--- config.mk ---
export PLATFORM = sky130hd
export DESIGN_NAME = pied_top
export DESIGN_NICKNAME = d
export VERILOG_FILES = /design/src/pkg/pied_pkg.sv /design/src/rtl/pied_sampler.sv /design/src/rtl/pied_top.sv
export VERILOG_INCLUDE_DIRS = /design/src /design/src/pkg
export SDC_FILE = /design/constraint.sdc
export NUM_CORES = 1
export LEC_CHECK = 0
export BUFFER_PORTS_ARGS = -buffer_cell sky130_fd_sc_hd__buf_2
export CAP_MARGIN = 10
export CORE_MARGIN = 3
export CORE_UTILIZATION = 55
export DETAILED_ROUTE_END_ITERATION = 10
export GPL_ROUTABILITY_DRIVEN = 0
export PLACE_DENSITY = 0.77
export SETUP_SLACK_MARGIN = 0.5
export SYNTH_ARGS = -nofsm -noshare
export SYNTH_HDL_FRONTEND = slang
export SYNTH_SLANG_ARGS = --single-unit
--- constraint.sdc ---
create_clock -name clk -period 2 [get_ports clk]
set_input_delay 0.1 -clock clk [delete_from_list [all_inputs] [get_ports clk]]
set_output_delay 0.1 -clock clk [all_outputs]
set_load 0.03 [all_outputs]
--- src/pkg/pied_regs.svh ---
// Register offsets, field positions and reset values of the pin edge interrupt detector.
`ifndef PIED_REGS_SVH
`define PIED_REGS_SVH

// ********************************************************************
// Register port geometry
// ********************************************************************
`define PIED_ADDR_W 20
`define PIED_DATA_W 8

// ********************************************************************
// Register offsets
// ********************************************************************
`define PIED_OFS_EDGE_LOW 20'h0F024
`define PIED_OFS_EDGE_HIGH 20'h0F025
`define PIED_OFS_SAMPLE 20'h0F026
`define PIED_OFS_STATUS 20'h0F027
`define PIED_OFS_MASK 20'h0F028

// ********************************************************************
// Field positions, shared by every register of the block
// ********************************************************************
`define PIED_PA0_BIT 0
`define PIED_PA1_BIT 1
`define PIED_PA2_BIT 2
`define PIED_PB0_BIT 4
`define PIED_PB1_BIT 5
`define PIED_LIVE_BITS 8'h37

// ********************************************************************
// Reset values
// ********************************************************************
`define PIED_REG_RESET 8'h00
`define PIED_PINS_RESET 5'h00

`endif

--- src/pkg/pied_pkg.sv ---
// Types shared by the pin edge interrupt detector modules.
package pied_pkg;

  // One bit per pin: PA0, PA1, PA2, PB0, PB1 from bit 0 upward.
  typedef logic [4:0] pied_pins_type;

  // Detection mode, high bit from the second edge register.
  typedef enum logic [1:0] {
    PIED_MODE_OFF,
    PIED_MODE_FALL,
    PIED_MODE_RISE,
    PIED_MODE_BOTH
  } pied_mode_type;

  // States of the per-pin sampling filter.
  typedef enum logic [1:0] {
    PIED_FILT_EMPTY,
    PIED_FILT_PRIMED,
    PIED_FILT_RUN
  } pied_filt_type;

endpackage : pied_pkg

--- src/rtl/pied_sampler.sv ---
// Sampling filter of one pin, stepped by the low-speed 16 kHz tick.
`timescale 1ns/1ps

module pied_sampler import pied_pkg::*; (
  // Clock and reset
  input wire logic clk,
  input wire logic resetn,
  // Control
  input wire logic sample_enable,
  input wire logic sample_strobe,
  input wire pied_mode_type mode,
  // Pin and result
  input wire logic pin_level,
  output logic hit
);

  pied_filt_type state;
  logic last_sample;
  logic settled;
  logic agree;
  logic moved;

  // A new level counts only once two samples in a row agree on it.
  assign agree = (pin_level == last_sample);
  assign moved = agree && (pin_level != settled);

  // Filter history; it restarts whenever sampling is switched off.
  always_ff @(posedge clk or negedge resetn) begin
    if (!resetn) begin
      state <= PIED_FILT_EMPTY;
      last_sample <= 1'b0;
      settled <= 1'b0;
    end else if (!sample_enable) begin
      state <= PIED_FILT_EMPTY;
    end else if (sample_strobe) begin
      last_sample <= pin_level;
      unique case (state)
        PIED_FILT_EMPTY: begin
          state <= PIED_FILT_PRIMED;
        end
        PIED_FILT_PRIMED: begin
          // The first agreeing pair only fixes the reference level.
          if (agree) begin
            settled <= pin_level;
            state <= PIED_FILT_RUN;
          end
        end
        PIED_FILT_RUN: begin
          if (moved) begin
            settled <= pin_level;
          end
        end
        // The fourth code is unused; fall back to an empty history.
        default: begin
          state <= PIED_FILT_EMPTY;
        end
      endcase
    end
  end

  // two high samples
  // two samples of new level
  always_ff @(posedge clk or negedge resetn) begin
    if (!resetn) begin
      hit <= 1'b0;
    end else if (sample_enable && sample_strobe && state == PIED_FILT_RUN && moved) begin
      unique case (mode)
        PIED_MODE_OFF: hit <= 1'b0;
        PIED_MODE_FALL: hit <= ~pin_level;
        PIED_MODE_RISE: hit <= pin_level;
        PIED_MODE_BOTH: hit <= 1'b1;
      endcase
    end else begin
      hit <= 1'b0;
    end
  end

endmodule : pied_sampler

--- src/rtl/pied_top.sv ---
// Edge interrupt detector for three port A pins and two port B pins.
// ********************************************************************
// What this block does
// Five pins, each its own maskable request.
// Two bits per pin choose the edge.
// Bits 0-2 port A, 4-5 port B.
// Sampling bit selects direct or filtered path.
// Filter stepped by the 16 kHz tick.
// Rising needs two high tick samples.
// Request follows second qualifying sample edge.
// No sampling while in stop mode.
// Port B edge raises its own request.
// Port B requests maskable independently.
// Direct path synchronises, compares, pulses once.
// Falling and both need two samples.
// ********************************************************************
`timescale 1ns/1ps
`include "pied_regs.svh"

module pied_top import pied_pkg::*; (
  // Clock and reset
  input wire logic clk,
  input wire logic resetn,
  // Register port
  input wire logic [`PIED_ADDR_W-1:0] reg_addr,
  input wire logic [`PIED_DATA_W-1:0] reg_wdata,
  input wire logic reg_write,
  input wire logic reg_read,
  output logic [`PIED_DATA_W-1:0] reg_rdata,
  // Pins, PA0 to PA2 then PB0 and PB1
  input wire logic [4:0] pin_in,
  // Low-speed time base and power state
  input wire logic low_speed_16k_tick,
  input wire logic stop_mode,
  // Interrupt requests
  output logic [4:0] pin_irq,
  output logic portb0_pin_irq,
  output logic portb1_pin_irq,
  output logic irq
);

  // ********************************************************************
  // Helper functions
  // ********************************************************************

  // Gathers the five live bits of a register into a pin vector.
  function automatic pied_pins_type to_pins(input logic [7:0] r);
    to_pins = {r[`PIED_PB1_BIT], r[`PIED_PB0_BIT], r[`PIED_PA2_BIT],
               r[`PIED_PA1_BIT], r[`PIED_PA0_BIT]};
  endfunction : to_pins

  // Spreads a pin vector back into register layout, gaps at zero.
  function automatic logic [7:0] to_reg(input pied_pins_type p);
    logic [7:0] r;
    r = 8'h00;
    r[`PIED_PA0_BIT] = p[0];
    r[`PIED_PA1_BIT] = p[1];
    r[`PIED_PA2_BIT] = p[2];
    r[`PIED_PB0_BIT] = p[3];
    r[`PIED_PB1_BIT] = p[4];
    to_reg = r;
  endfunction : to_reg

  // Tells whether a change from old to new matches the mode.
  function automatic logic edge_hit(input pied_mode_type m, input logic old_lvl,
                                    input logic new_lvl);
    logic h;
    h = 1'b0;
    unique case (m)
      PIED_MODE_OFF: h = 1'b0;
      PIED_MODE_FALL: h = old_lvl & ~new_lvl;
      PIED_MODE_RISE: h = ~old_lvl & new_lvl;
      PIED_MODE_BOTH: h = old_lvl ^ new_lvl;
    endcase
    edge_hit = h;
  endfunction : edge_hit

  // ********************************************************************
  // Declarations
  // ********************************************************************

  logic [7:0] edge_low;
  logic [7:0] edge_high;
  logic [7:0] sample_sel;
  logic [7:0] status;
  logic [7:0] mask;
  logic [7:0] next_rdata;
  logic [7:0] next_status;

  logic hit_edge_low;
  logic hit_edge_high;
  logic hit_sample;
  logic hit_status;
  logic hit_mask;

  pied_pins_type pin_meta;
  pied_pins_type pin_sync;
  pied_pins_type pin_prev;
  pied_pins_type direct_hit;
  pied_pins_type filter_hit;
  pied_pins_type event_pins;
  pied_pins_type sample_pins;
  pied_pins_type mask_pins;
  pied_pins_type next_irq;

  logic tick_meta;
  logic tick_sync;
  logic tick_prev;
  logic tick_fall;
  logic sample_strobe;

  pied_mode_type mode [5];

  // ********************************************************************
  // Register decode
  // ********************************************************************

  // Exact address compare; anything else is unmapped.
  assign hit_edge_low = (reg_addr == `PIED_OFS_EDGE_LOW);
  assign hit_edge_high = (reg_addr == `PIED_OFS_EDGE_HIGH);
  assign hit_sample = (reg_addr == `PIED_OFS_SAMPLE);
  assign hit_status = (reg_addr == `PIED_OFS_STATUS);
  assign hit_mask = (reg_addr == `PIED_OFS_MASK);

  // ********************************************************************
  // Control registers
  // ********************************************************************

  // gap bits held at zero
  always_ff @(posedge clk or negedge resetn) begin
    if (!resetn) begin
      edge_low <= `PIED_REG_RESET;
    end else if (reg_write && hit_edge_low) begin
      edge_low <= reg_wdata & `PIED_LIVE_BITS;
    end
  end

  // gap bits held at zero
  always_ff @(posedge clk or negedge resetn) begin
    if (!resetn) begin
      edge_high <= `PIED_REG_RESET;
    end else if (reg_write && hit_edge_high) begin
      edge_high <= reg_wdata & `PIED_LIVE_BITS;
    end
  end

  // direct path after reset
  always_ff @(posedge clk or negedge resetn) begin
    if (!resetn) begin
      sample_sel <= `PIED_REG_RESET;
    end else if (reg_write && hit_sample) begin
      sample_sel <= reg_wdata & `PIED_LIVE_BITS;
    end
  end

  // mask per request
  // Masking sits after detection, so toggling it never loses edge state.
  always_ff @(posedge clk or negedge resetn) begin
    if (!resetn) begin
      mask <= `PIED_REG_RESET;
    end else if (reg_write && hit_mask) begin
      mask <= reg_wdata & `PIED_LIVE_BITS;
    end
  end

  assign sample_pins = to_pins(sample_sel);
  assign mask_pins = to_pins(mask);

  // high bit from second register
  always_comb begin
    for (int i = 0; i < 5; i++) begin
      mode[i] = pied_mode_type'({edge_high[i < 3 ? i : i + 1], edge_low[i < 3 ? i : i + 1]});
    end
  end

  // ********************************************************************
  // Pin and tick synchronisers
  // ********************************************************************

  // Pins are asynchronous; the first stage feeds only the second.
  always_ff @(posedge clk or negedge resetn) begin
    if (!resetn) begin
      pin_meta <= `PIED_PINS_RESET;
      pin_sync <= `PIED_PINS_RESET;
      pin_prev <= `PIED_PINS_RESET;
    end else begin
      pin_meta <= pin_in;
      pin_sync <= pin_meta;
      pin_prev <= pin_sync;
    end
  end

  // tick from time base
  // The tick comes from another clock, so it is synchronised too.
  always_ff @(posedge clk or negedge resetn) begin
    if (!resetn) begin
      tick_meta <= 1'b0;
      tick_sync <= 1'b0;
      tick_prev <= 1'b0;
    end else begin
      tick_meta <= low_speed_16k_tick;
      tick_sync <= tick_meta;
      tick_prev <= tick_sync;
    end
  end

  // sample on falling tick
  assign tick_fall = tick_prev & ~tick_sync;

  // stop mode halts sampling
  assign sample_strobe = tick_fall & ~stop_mode;

  // ********************************************************************
  // Edge detection
  // ********************************************************************

  // compare successive levels
  // One compare per cycle means an edge gives exactly one pulse.
  always_comb begin
    for (int i = 0; i < 5; i++) begin
      direct_hit[i] = edge_hit(mode[i], pin_prev[i], pin_sync[i]);
    end
  end

  // filtered path per pin
  for (genvar g = 0; g < 5; g++) begin : g_filter
    pied_sampler u_sampler (
      .clk(clk),
      .resetn(resetn),
      .sample_enable(sample_pins[g]),
      .sample_strobe(sample_strobe),
      .mode(mode[g]),
      .pin_level(pin_sync[g]),
      .hit(filter_hit[g])
    );
  end

  // path chosen by sampling bit
  // detected edge is the request
  assign event_pins = (sample_pins & filter_hit) | (~sample_pins & direct_hit);

  // ********************************************************************
  // Interrupt status and outputs
  // ********************************************************************

  // Write one to clear; a new event in the same cycle wins.
  always_comb begin
    next_status = status;
    if (reg_write && hit_status) begin
      next_status = status & ~reg_wdata;
    end
    next_status = (next_status | to_reg(event_pins)) & `PIED_LIVE_BITS;
  end

  // sticky bit per pin
  always_ff @(posedge clk or negedge resetn) begin
    if (!resetn) begin
      status <= `PIED_REG_RESET;
    end else begin
      status <= next_status;
    end
  end

  // mask gates pulses
  assign next_irq = event_pins & mask_pins;

  // request one cycle after sample
  // The clock's falling edge is not used; the pulse lands on the next rising one.
  always_ff @(posedge clk or negedge resetn) begin
    if (!resetn) begin
      pin_irq <= `PIED_PINS_RESET;
      portb0_pin_irq <= 1'b0;
      portb1_pin_irq <= 1'b0;
    end else begin
      pin_irq <= next_irq;
      portb0_pin_irq <= next_irq[3];
      portb1_pin_irq <= next_irq[4];
    end
  end

  // Level output, high while any unmasked status bit stands.
  always_ff @(posedge clk or negedge resetn) begin
    if (!resetn) begin
      irq <= 1'b0;
    end else begin
      irq <= |(next_status & mask);
    end
  end

  // ********************************************************************
  // Read port
  // ********************************************************************

  // Read mux; unmapped addresses answer zero.
  always_comb begin
    next_rdata = 8'h00;
    if (hit_edge_low) begin
      next_rdata = edge_low;
    end else if (hit_edge_high) begin
      next_rdata = edge_high;
    end else if (hit_sample) begin
      next_rdata = sample_sel;
    end else if (hit_status) begin
      next_rdata = status;
    end else if (hit_mask) begin
      next_rdata = mask;
    end
  end

  // Data stand only in the cycle after the read strobe.
  always_ff @(posedge clk or negedge resetn) begin
    if (!resetn) begin
      reg_rdata <= 8'h00;
    end else if (reg_read) begin
      reg_rdata <= next_rdata;
    end else begin
      reg_rdata <= 8'h00;
    end
  end

endmodule : pied_top

# Word level (Yosys, flattened, before mapping)
# Cells that the tools add are included.
# classes
eq_ne,65
n_bitwise,38
reduce_logical,56
mux,57
# ops
operator,count
equality test 20 x 16 -> 1 bit (second input constant),5
two-way mux 8 bit,5
one-hot mux 1 bit (4 select lines),10
equality test 2 bit (second input constant),15
two-way mux 2 bit,15
!= test 2 x 1 -> 1 bit (second input constant),15
one-hot mux 2 bit (3 select lines),5
logical AND 1 bit,25
AND reduction 5 bit,5
equality test 2 x 1 -> 1 bit (second input constant),10
zero test 2 bit,10
bitwise AND 5 bit,3
two-way mux 1 bit,15
!= test 3 x 2 -> 1 bit (second input constant),5
AND reduction 3 bit,5
bitwise AND 1 bit,12
bitwise AND 6 bit,2
two-way mux 6 bit,2
inverter 1 bit,12
!= test 2 bit (second input constant),5
one-hot mux 1 bit (2 select lines),5
AND reduction 2 bit,5
nonzero test 2 bit,5
OR reduction 8 bit,1
other kinds (7),19
# word_totals
inputBits,39
reg_bits,84
wordCells,252
out_inout_bits,16

# Depth between registers and ports, before layout
# Gate-level depths: netlist of the first run.
# depth
depth_word,8
ltp_mapped,8
depth_no_buf,8

# Modules after synthesis
# Synthesis of the first run repeated with hierarchy kept, for this count alone.
# hier_totals
cells_unflattened,354
area_unflattened_um2,3897.5
# by_module_without_submodules
mod,area_per_inst_um2,n_inst,cells_per_inst,seq_area_each_um2
pied_top,2583.7,1,224,1351.3
pied_sampler,262.8,5,26,125.1

# Worst setup path before layout of the first run
# Ideal clock, no wire load.
# synth_timing
kind,input port to flip-flop
start,in reg_addr[17]
end,reg reg_rdata[0]
path_stages,7
path_slack_ns,-0.047
n_path_buf,1
t_required_ns,1.880
setup_time_ns,0.120
arrival_time_ns,1.927
cell_sequence,or4_1 > or3b_1 > buf_6 > or4_4 > nor2_1 > o211ai_1 > o211a_1
# synth_via
elab_chain_cells,7
word_cells_on_any_way,11
cone_classes,eq/ne: 5; mux: 6
# synth_lines
item,line,source
from (decl),pied_top.sv:25,"input wire logic [`PIED_ADDR_W-1:0] reg_addr,"
equality test 20 x 16 -> 1 bit (no line),-,
two-way mux 6 bit,pied_top.sv:305,end else if (hit_mask) begin
two-way mux 8 bit,pied_top.sv:303,end else if (hit_status) begin
two-way mux 8 bit,pied_top.sv:301,end else if (hit_sample) begin
two-way mux 8 bit,pied_top.sv:299,end else if (hit_edge_high) begin
two-way mux 8 bit (*),pied_top.sv:297,if (hit_edge_low) begin
two-way mux 8 bit (*),pied_top.sv:314,end else if (reg_read) begin
to (signal assigned),pied_top.sv:315,reg_rdata <= next_rdata;
to (decl),pied_top.sv:29,"output logic [`PIED_DATA_W-1:0] reg_rdata,"
# Mark *: on every way between the ends. The rest lies on a longest branch, timed or not.
# A chain may end at the register's enable or synchronous reset.

# Worst setup path in the final report of the first run
# layout_timing
start,in reg_addr[17]
end,reg reg_rdata[2]
# The elaborated chain is that of the path after synthesis.

==> run metrics, run 1 <==
clock power share 43.3%; YS warnings 0; Initial Util 58.9%; TritonCTS clock tree yes; most frequent cells in the layout dfrtp_1, buf_2, inv_1, ha_1, nand2_1; worst reg2reg setup slack 0.17 ns; Mapped Cells 391; root buf cell clkbuf_8; final HPWL from detailed placement 6410 microns; share of layout cells above drive strength 1 33.2%; Worst path max stage delay 0.54 ns; Std-Cell Rows 30; M1 WL 3960 microns; die area 0.00859 sq mm; Hold WC Path Type primary input to flip-flop; met2 WL 5070 microns; Reg power frac 50.1%; Mapped Area 0.00413 sq mm; slowest library cell on the worst path or4_4; Top FF cell, synth dfrtp_1; max_slew headroom 66.3%; WP buf/inv 2; CP startpoint kind primary input; Yosys reg bits 79; number of flops mapped to enable cells by yosys 0; Worst R2R End irq; Final ANT Viol Nets 0; Comb pwr share 6.6%; Antenna Diode Count 0; clock-pin slew on the worst setup and hold paths 0.07 ns; critical-path maximum fanout 8; VDD IR max 0.000420 V; Sw Share 21.7%; most common cell after layout, fill and taps aside dfrtp_1; type of destination of the critical path flip-flop; Lkg Pwr 2.47 nW; Starting DRT DRC Count 173; first-pass GRT wire length 15,700 microns; Crit path arrival time 2.13 ns; Max Cap Viol 0; Endpoint, Worst Hold sample_sel[5]; # H-tree levels 3; Worst Hold Depth 2; worst setup path class primary input to flip-flop; Core Region 0.00702 sq mm; via count 3,291; # DRC 0; Clock Path Buffers 2; NetSw 707 uW; sequential fraction of the synthesis area 47.8%; Top Family by Delay on Critical Path simple AND/OR/NAND/NOR gates; status completed; R2R cell count 7; crit share post-route 94.6%; Area growth syn-to-layout 27.1%; skew final 0.00772 ns; PortBufs 48; post-route cell area 0.00525 sq mm; Inserted Clock Buffers 9; Fill cells 475; Post-DP Area 0.00466 sq mm; final hold vios 0; Tot GR Track Use 23.6%; CTS Sinks 79; die height 92.7 microns; Mapped Avg Cell Area 10.6 sq um; vias in the first global route 3,297; Nets 545; Pins Over Slew Limit 0; setup TNS after final layout 0 ns; via/cell ratio 5.72; Worst Tran Pin Value 0.505 ns; largest net degree at the start of global routing 42; WL per Instance 17.0 microns; met3 wire length 532 microns; Worst R2R Start pin_sync[2]; endpoints failing setup 0; Peak Freq 528 MHz; max layer used met4; Final Non-Filler Cells 575; initial antenna violation count 0; worst path cell trace buf_6, or4_4, or3b_4, buf_6, or4_4, nor2_2, o211ai_1, o211a_1; pwr/cell area 621 mW/mm^2; hold wc startpoint reg_wdata[5]; WL final 9760 microns; DP Worst Slack -0.261 ns; unrepaired setup endpoints after global routing yes; Req. time, crit path 2.24 ns; Placed Instances 544; hold_ws 0.0600 ns; first-pass iteration count of the detailed router 4; P_int 2.55 mW; min cycle time layout 1.89 ns; Die Width 92.7 microns; synth unique cells 55; Worst-Skew Late Latency 0.35 ns; # IOs 55; Final WS setup 0.107 ns; FFs w/ async S/R, synth 100%; global route total overflow 0
-- stage by stage --
step	util (%)	total power [mW]
4_1_cts	73.1	3.26
6_report	74.8	3.26
2_1_floorplan	-	1.74
5_1_grt	74.8	3.37
3_3_place_gp	66.3	1.84
3_5_place_dp	66.3	1.84
-- power groups by stage --
| stage | Sequential (mW) | Clock, mW | Combinational [mW] |
|---|---|---|---|
| after floorplan | 1.66 | 0 | 0.0799 |
| after global routing | 1.63 | 1.49 | 0.239 |
| after detailed placement | 1.66 | 0 | 0.181 |
| final | 1.63 | 1.41 | 0.216 |
| after global placement | 1.66 | 0 | 0.176 |
| after CTS | 1.63 | 1.43 | 0.205 |
-- how the worst max path moves through the flow --
| stage | from | endpoint | slack (ns) | cells past startpoint |
|---|---|---|---|---|
| after floorplan | reg_addr[17] | reg_rdata[0] | -0.04 | 7 |
| after global placement | reg_addr[17] | reg_rdata[0] | -0.22 | 8 |
| after detailed placement | reg_addr[17] | irq | -0.26 | 8 |
| after CTS | pin_sync[2] | irq | 0.09 | 7 |
| after global routing | pin_sync[2] | irq | 0.06 | 7 |
| final | reg_addr[17] | reg_rdata[2] | 0.11 | 8 |
-- metal layers --
metal  GRT usage, %  up-vias
li1               -     1534
met3           5.77       22
met5              0        -
met1           29.3     1627
met2           40.2      108
met4           8.18        0
-- state kept, by name (all words and copies together), names as in the netlist, 5 cells and up --
register                        count
pin_meta                            5
g_filter.u_sampler.state           10
edge_low                            5
sample_sel                          5
pin_prev                            5
mask                                5
edge_high                           5
status                              5
pin_sync                            5
g_filter.u_sampler.hit              5
pin_irq                             5
g_filter.u_sampler.settled          5
g_filter.u_sampler.last_sample      5
reg_rdata                           5
-- cells in the mapped netlist (4+ instances only) --
library cell	instances	area, sq um
o21ai_0	14	70.1
mux2_2	19	214
a21oi_1	27	135
nand3_1	14	70.1
xor2_1	5	43.8
nor2_1	28	105
buf_4	6	45.0
ha_1	30	375
dfrtp_1	79	1980
inv_1	35	131
nand2_1	31	116
a21o_1	4	30.0
nand4_1	7	43.8
nor2b_1	10	62.6
a211oi_1	5	37.5
mux2i_1	7	70.1
-- repair_timing --
| item | 4_1_cts | 5_1_grt |
|---|---|---|
| hold endpoints to repair | 44 | 0 |
| buffers inserted | 5 | 4 |
| resized for setup | 27 | 23 |
| gates cloned | 1 | 0 |
| pin swaps | 17 | 17 |
| endpoints found under the setup margin | 40 | 43 |
| hold buffers | 7 | 0 |
-- area by class of cell --
| cell class | instances | area [sq um] | area share [%] |
|---|---|---|---|
| repair buffers | 83 | 573 | 10.9 |
| multi-input cells | 268 | 2220 | 42.2 |
| clock inverters | 4 | 95.1 | 1.81 |
| clock buffers | 10 | 138 | 2.62 |
| well taps | 96 | 120 | 2.29 |
| inverters | 35 | 131 | 2.50 |
| flip-flops and latches | 79 | 1980 | 37.7 |
-- logic make-up after synthesis --
logic type	Yosys count	share of synthesized area (%)
compound gates	79	12.7
xor+xnor	5	1.06
fa+ha+maj	30	9.08
buf+inv	47	5.21
flops	79	47.8
mux	27	7.14
other cells	1	0.0907
simple gates	123	16.9
Note: power is estimated with default switching activity, not from simulation.
==> run 2, diff against run 1 <==
- ABC_AREA: unset -> 1
- GPL_ROUTABILITY_DRIVEN: 0 -> unset
==> run metrics, run 2 <==
hold_ws 0.0614 ns; WL final 9480 microns; Starting DRT DRC Count 188; global route total overflow 0; post-route cell area 0.00501 sq mm; Placed Instances 627; clock power share 38.6%; Clock Path Buffers 2; Nets 627; Top FF cell, synth dfrtp_1; Pins Over Slew Limit 0; final HPWL from detailed placement 6260 microns; max_slew headroom 63.3%; # H-tree levels 3; fin util 68.4%; Max Cap Viol 0; sequential fraction of the synthesis area 47.0%; Die Width 93.5 microns; die height 93.5 microns; top cell type's share of synthesized area 47.0%; type of destination of the critical path flip-flop; CP startpoint kind flip-flop; YS warnings 0; FFs w/ async S/R, synth 100%; root buf cell clkbuf_8; most frequent cells in the layout nand2_1, inv_1, dfrtp_1, buf_2, nor2_1; min cycle time layout 1.52 ns; first-pass iteration count of the detailed router 5; Tot GR Track Use 22.0%; Reg power frac 54.7%; largest reg by FF count g_filter.u_sampler.state; most common cell after layout, fill and taps aside nand2_1; via/cell ratio 5.25; Antenna Diode Count 0; # DRC 0; DP Worst Slack 0.273 ns; Initial Util 57.4%; number of flops mapped to enable cells by yosys 0; Crit path arrival time 1.76 ns; P_int 2.28 mW; # IOs 55; Hold WC Path Type primary input to flip-flop; Final Non-Filler Cells 660; Tot Pwr 2.98 mW; share of layout cells above drive strength 1 23.0%; TritonCTS clock tree yes; Post-DP Area 0.00454 sq mm; Mapped Area 0.00421 sq mm; most numerous cell in the Yosys netlist nand2_1; Std-Cell Rows 31; WL per Instance 14.4 microns; Final WS setup 0.477 ns; setup TNS after final layout 0 ns; Final ANT Viol Nets 0; NetSw 696 uW; initial antenna violation count 0; Lkg Pwr 2.41 nW; max FFs per register 10; top cells by count, synth nand2_1, dfrtp_1, inv_1, o21ai_0, nor2_1; first-pass GRT wire length 15,100 microns; Worst Tran Pin Value 0.549 ns; Worst-Skew Late Latency 0.35 ns; unrepaired setup endpoints after global routing yes; RePlAce Congestion 0.943; Req. time, crit path 2.24 ns; endpoints failing setup 0; Sw Share 23.3%; crit share post-route 76.1%; VDD IR max 0.000490 V; vias in the first global route 3,401; Core Region 0.00733 sq mm; skew final 0.00723 ns; Comb pwr share 6.7%; Peak Freq 657 MHz; critical-path maximum fanout 5; synth unique cells 33; Yosys reg bits 79; top cells by area, synth dfrtp_1, nand2_1, ha_1; via count 3,466; CTS Sinks 79; die area 0.00873 sq mm; Mapped Avg Cell Area 8.69 sq um; Area growth syn-to-layout 19.2%; status completed; Yosys top cell by area dfrtp_1; clock-pin slew on the worst setup and hold paths 0.08 ns; largest net degree at the start of global routing 42; Inserted Clock Buffers 9; pwr/cell area 595 mW/mm^2; worst setup path class flip-flop to flip-flop; Fill cells 579; PortBufs 48; final hold vios 0; Mapped Cells 484
run 2: cell count changes after synthesis, sizes merged, moves of 7 or more:
cell | previous run | this run
nand2 | 32 | 110
inv | 35 | 79
o21ai | 14 | 42
mux2 | 20 | 0
nor2 | 28 | 45
nand3 | 14 | 24
nor2b | 10 | 0
mux2i | 7 | 0
run 2: worst paths after layout:
path | cells past startpoint | start | end | slack (ns)
max in group asynchronous | 3 | resetn | pin_sync[0] | 1.12
min in group asynchronous | 2 | resetn | g_filter[2].u_sampler.settled | 0.27
setup / recovery | 4 | tick_sync | g_filter[0].u_sampler.state[0] | 0.48
hold reg to reg | 0 | pin_meta[2] | pin_sync[2] | 0.34
hold / removal | 3 | reg_read | reg_rdata[5] | 0.06
setup reg to reg | 4 | tick_sync | g_filter[0].u_sampler.state[0] | 0.48
run 2: power by group through the flow:
stage	clock, mW	sequential [mW]	combinational [mW]
floorplan	0	1.66	0.0759
global placement	0	1.66	0.154
detailed placement	0	1.66	0.158
CTS	1.17	1.63	0.184
global route	1.24	1.63	0.221
finish	1.15	1.63	0.199
run 2: worst max-delay path, cell delays in order (launching register included):
cell     delay (ns)
dfrtp_1        0.44
or3b_4         0.51
nor3b_4        0.28
buf_4          0.15
a21oi_2        0.04
run 2: metal layers:
metal / GRT usage, % / share of wire, % / vias to the layer above
met4: 9.16 / 1.9 / 0
met3: 5.23 / 6.3 / 18
met5: 0 / 0 / -
met2: 35.7 / 48 / 121
met1: 28.3 / 44 / 1632
li1: - / - / 1695
run 2: layout make-up:
type                       instances  area, sq um  share of cell area [%]
multi-input combinational        321         2000                    39.9
sequential                        79         1980                    39.6
timing repair buffer              67          415                    8.29
inverter                          80          305                    6.09
clock buffer                      10          138                    2.75
tap                               99          124                    2.47
clock inverter                     4         47.5                   0.949
run 2: cell families after synthesis:
kind of cell / after synthesis / share of synthesized area [%]
AOI/OAI and AO/OA: 81 / 11.2
adders and majority gates: 30 / 8.92
buffers and inverters: 87 / 8.60
DFF: 79 / 47.0
other: 1 / 0.0891
and+or+nand+nor: 206 / 24.2
run 2: what timing repair did:
action | in CTS | in global routing
hold endpoints to repair | 46 | 0
gates cloned | 0 | 1
gates resized for setup | 11 | 27
hold buffers | 7 | 0
setup endpoints to repair | 26 | 21
pin swaps | 4 | 8
buffers inserted | 5 | 6
==> run 3, diff against run 2 <==
- ABC_AREA: 1 -> 0
- CORE_UTILIZATION: 55 -> 52
- PLACE_DENSITY: 0.77 -> 0.76
- clock period: 2 -> 1.2 ns (I/O delays scaled with it)
==> run metrics, run 3 (synthesis gave the netlist of run 1 again) <==
max_slew headroom 57.3%; Core Region 0.00749 sq mm; slowest library cell on the worst path a222oi_1; Antenna Diode Count 0; # DRC 0; total area of sequential cells 0.00198 sq mm; hold_ws 0.0143 ns; die area 0.00906 sq mm; CTS Sinks 79; status finished with violations; WL final 13,200 microns; share of layout cells above drive strength 1 49.9%; Initial Util 55.2%; TritonCTS clock tree yes; Lkg Pwr 2.98 nW; via count 3,894; P_int 3.97 mW; Placed Instances 612; CP Launch Point pin_sync[2]; area of the multi-input gates 0.00245 sq mm; global route total overflow 0; Final Non-Filler Cells 660; Req. time, crit path 1.41 ns; Nets 625; first-pass iteration count of the detailed router 5; Die Width 95.2 microns; WL per Instance 20.0 microns; Pins Over Slew Limit 0; Starting DRT DRC Count 352; Sw Share 25.6%; RePlAce Congestion 0.928; Area growth syn-to-layout 51.8%; max FFs per register 10; Worst R2R Start pin_sync[2]; Comb pwr share 9.9%; hold wc startpoint reg_read; post-route cell area 0.00628 sq mm; Top Family by Delay on Critical Path compound AO/OA/AOI/OAI gates; Worst-Skew Late Latency 0.36 ns; Final WS setup -0.786 ns; Peak Freq 503 MHz; type of destination of the critical path flip-flop; largest reg by FF count g_filter.u_sampler.state; Fill cells 359; Max Cap Viol 0; most common cell after layout, fill and taps aside dfrtp_1; PortBufs 48; die height 95.2 microns; initial antenna violation count 0; Tot GR Track Use 27.1%; CP startpoint kind flip-flop; Worst path max stage delay 0.47 ns; largest net degree at the start of global routing 80; Worst Tran Pin Value 0.625 ns; min cycle time layout 1.99 ns; Inserted Clock Buffers 9; Reg power frac 50.8%; # hold bufs at CTS 9; worst path cell trace ha_4, nand2b_4, a311oi_2, a21oi_2, o21ai_1, a222oi_1, o211ai_1; critical-path maximum fanout 3; Crit path arrival time 2.20 ns; via/cell ratio 5.90; Hold WC Path Type primary input to flip-flop; Post-DP Area 0.00528 sq mm; NetSw 1.37 mW; Final ANT Viol Nets 0; clock power share 39.3%; pwr/cell area 851 mW/mm^2; skew final 0.0124 ns; VDD IR max 0.000589 V; vias in the first global route 3,792; root buf cell clkbuf_8; # H-tree levels 3; crit share post-route 166%; Std-Cell Rows 31; first-pass GRT wire length 18,700 microns; final hold vios 0; Clock Path Buffers 2; setup TNS after final layout -23.54 ns; endpoints failing setup 61; most frequent cells in the layout dfrtp_1, buf_4, buf_6, inv_1, buf_2; worst setup path class flip-flop to flip-flop; clock-pin slew on the worst setup and hold paths 0.09 ns; unrepaired setup endpoints after global routing yes; # IOs 55; WP buf/inv 0; final HPWL from detailed placement 7270 microns; failing checks negative setup slack
run 3: cell type report:
cell class | instances | area share [%]
Clock buffer | 10 | 2.19
Clock inverter | 6 | 1.06
Inverter | 35 | 2.09
Multi-Input combinational cell | 267 | 39.1
Sequential cell | 79 | 31.6
Tap cell | 99 | 1.97
Timing Repair Buffer | 164 | 22.0
run 3: stage by stage:
step | worst slack (ns) | utilization, % | total power, mW
2_1_floorplan | -0.803 | - | 2.92
3_3_place_gp | -1.03 | 70.5 | 3.13
3_5_place_dp | -1.11 | 70.5 | 3.14
4_1_cts | -0.625 | 80.5 | 5.27
5_1_grt | -0.798 | 83.8 | 5.52
6_report | -0.786 | 83.8 | 5.34
run 3: metal layers:
layer  GRT usage (%)  vias up  routed length (microns)
li1                -     1699                        -
met1            32.4     1939                     5060
met2            48.7      192                     6720
met3            4.81       64                      810
met4            9.50        0                      634
met5               0        -                        0
run 3: what timing repair did:
action / in CTS / in global routing
gates resized for setup: 93 / 37
endpoints found under the setup margin: 75 / 76
setup buffers: 13 / 10
hold endpoints to repair: 88 / 1
pin swaps: 33 / 27
gates cloned: 0 / 0
run 3: worst min-delay path: cells and delay by family:
family,cells,cell delay (ns)
buffers and inverters,1,0.13
AO/OA/AOI/OAI,2,0.13
run 3: power groups by stage:
stage          Sequential [mW]  Clock (mW)  Combinational (mW)
3_5_place_dp              2.77           0               0.374
2_1_floorplan             2.77           0               0.148
5_1_grt                   2.72        2.23               0.569
4_1_cts                   2.71        2.09               0.465
6_report                  2.72        2.10               0.528
3_3_place_gp              2.76           0               0.366
run 3: path summary, 6_finish.rpt:
| kind | end | cells after the start | slack (ns) |
|---|---|---|---|
| min | reg_rdata[5] | 3 | 0.01 |
| max | irq | 7 | -0.79 |
| min reg2reg | pin_sync[3] | 0 | 0.36 |
| max in group asynchronous | pin_sync[0] | 3 | 0.58 |
| max reg2reg | irq | 7 | -0.79 |
| min in group asynchronous | g_filter[1].u_sampler.last_sample | 3 | 0.26 |
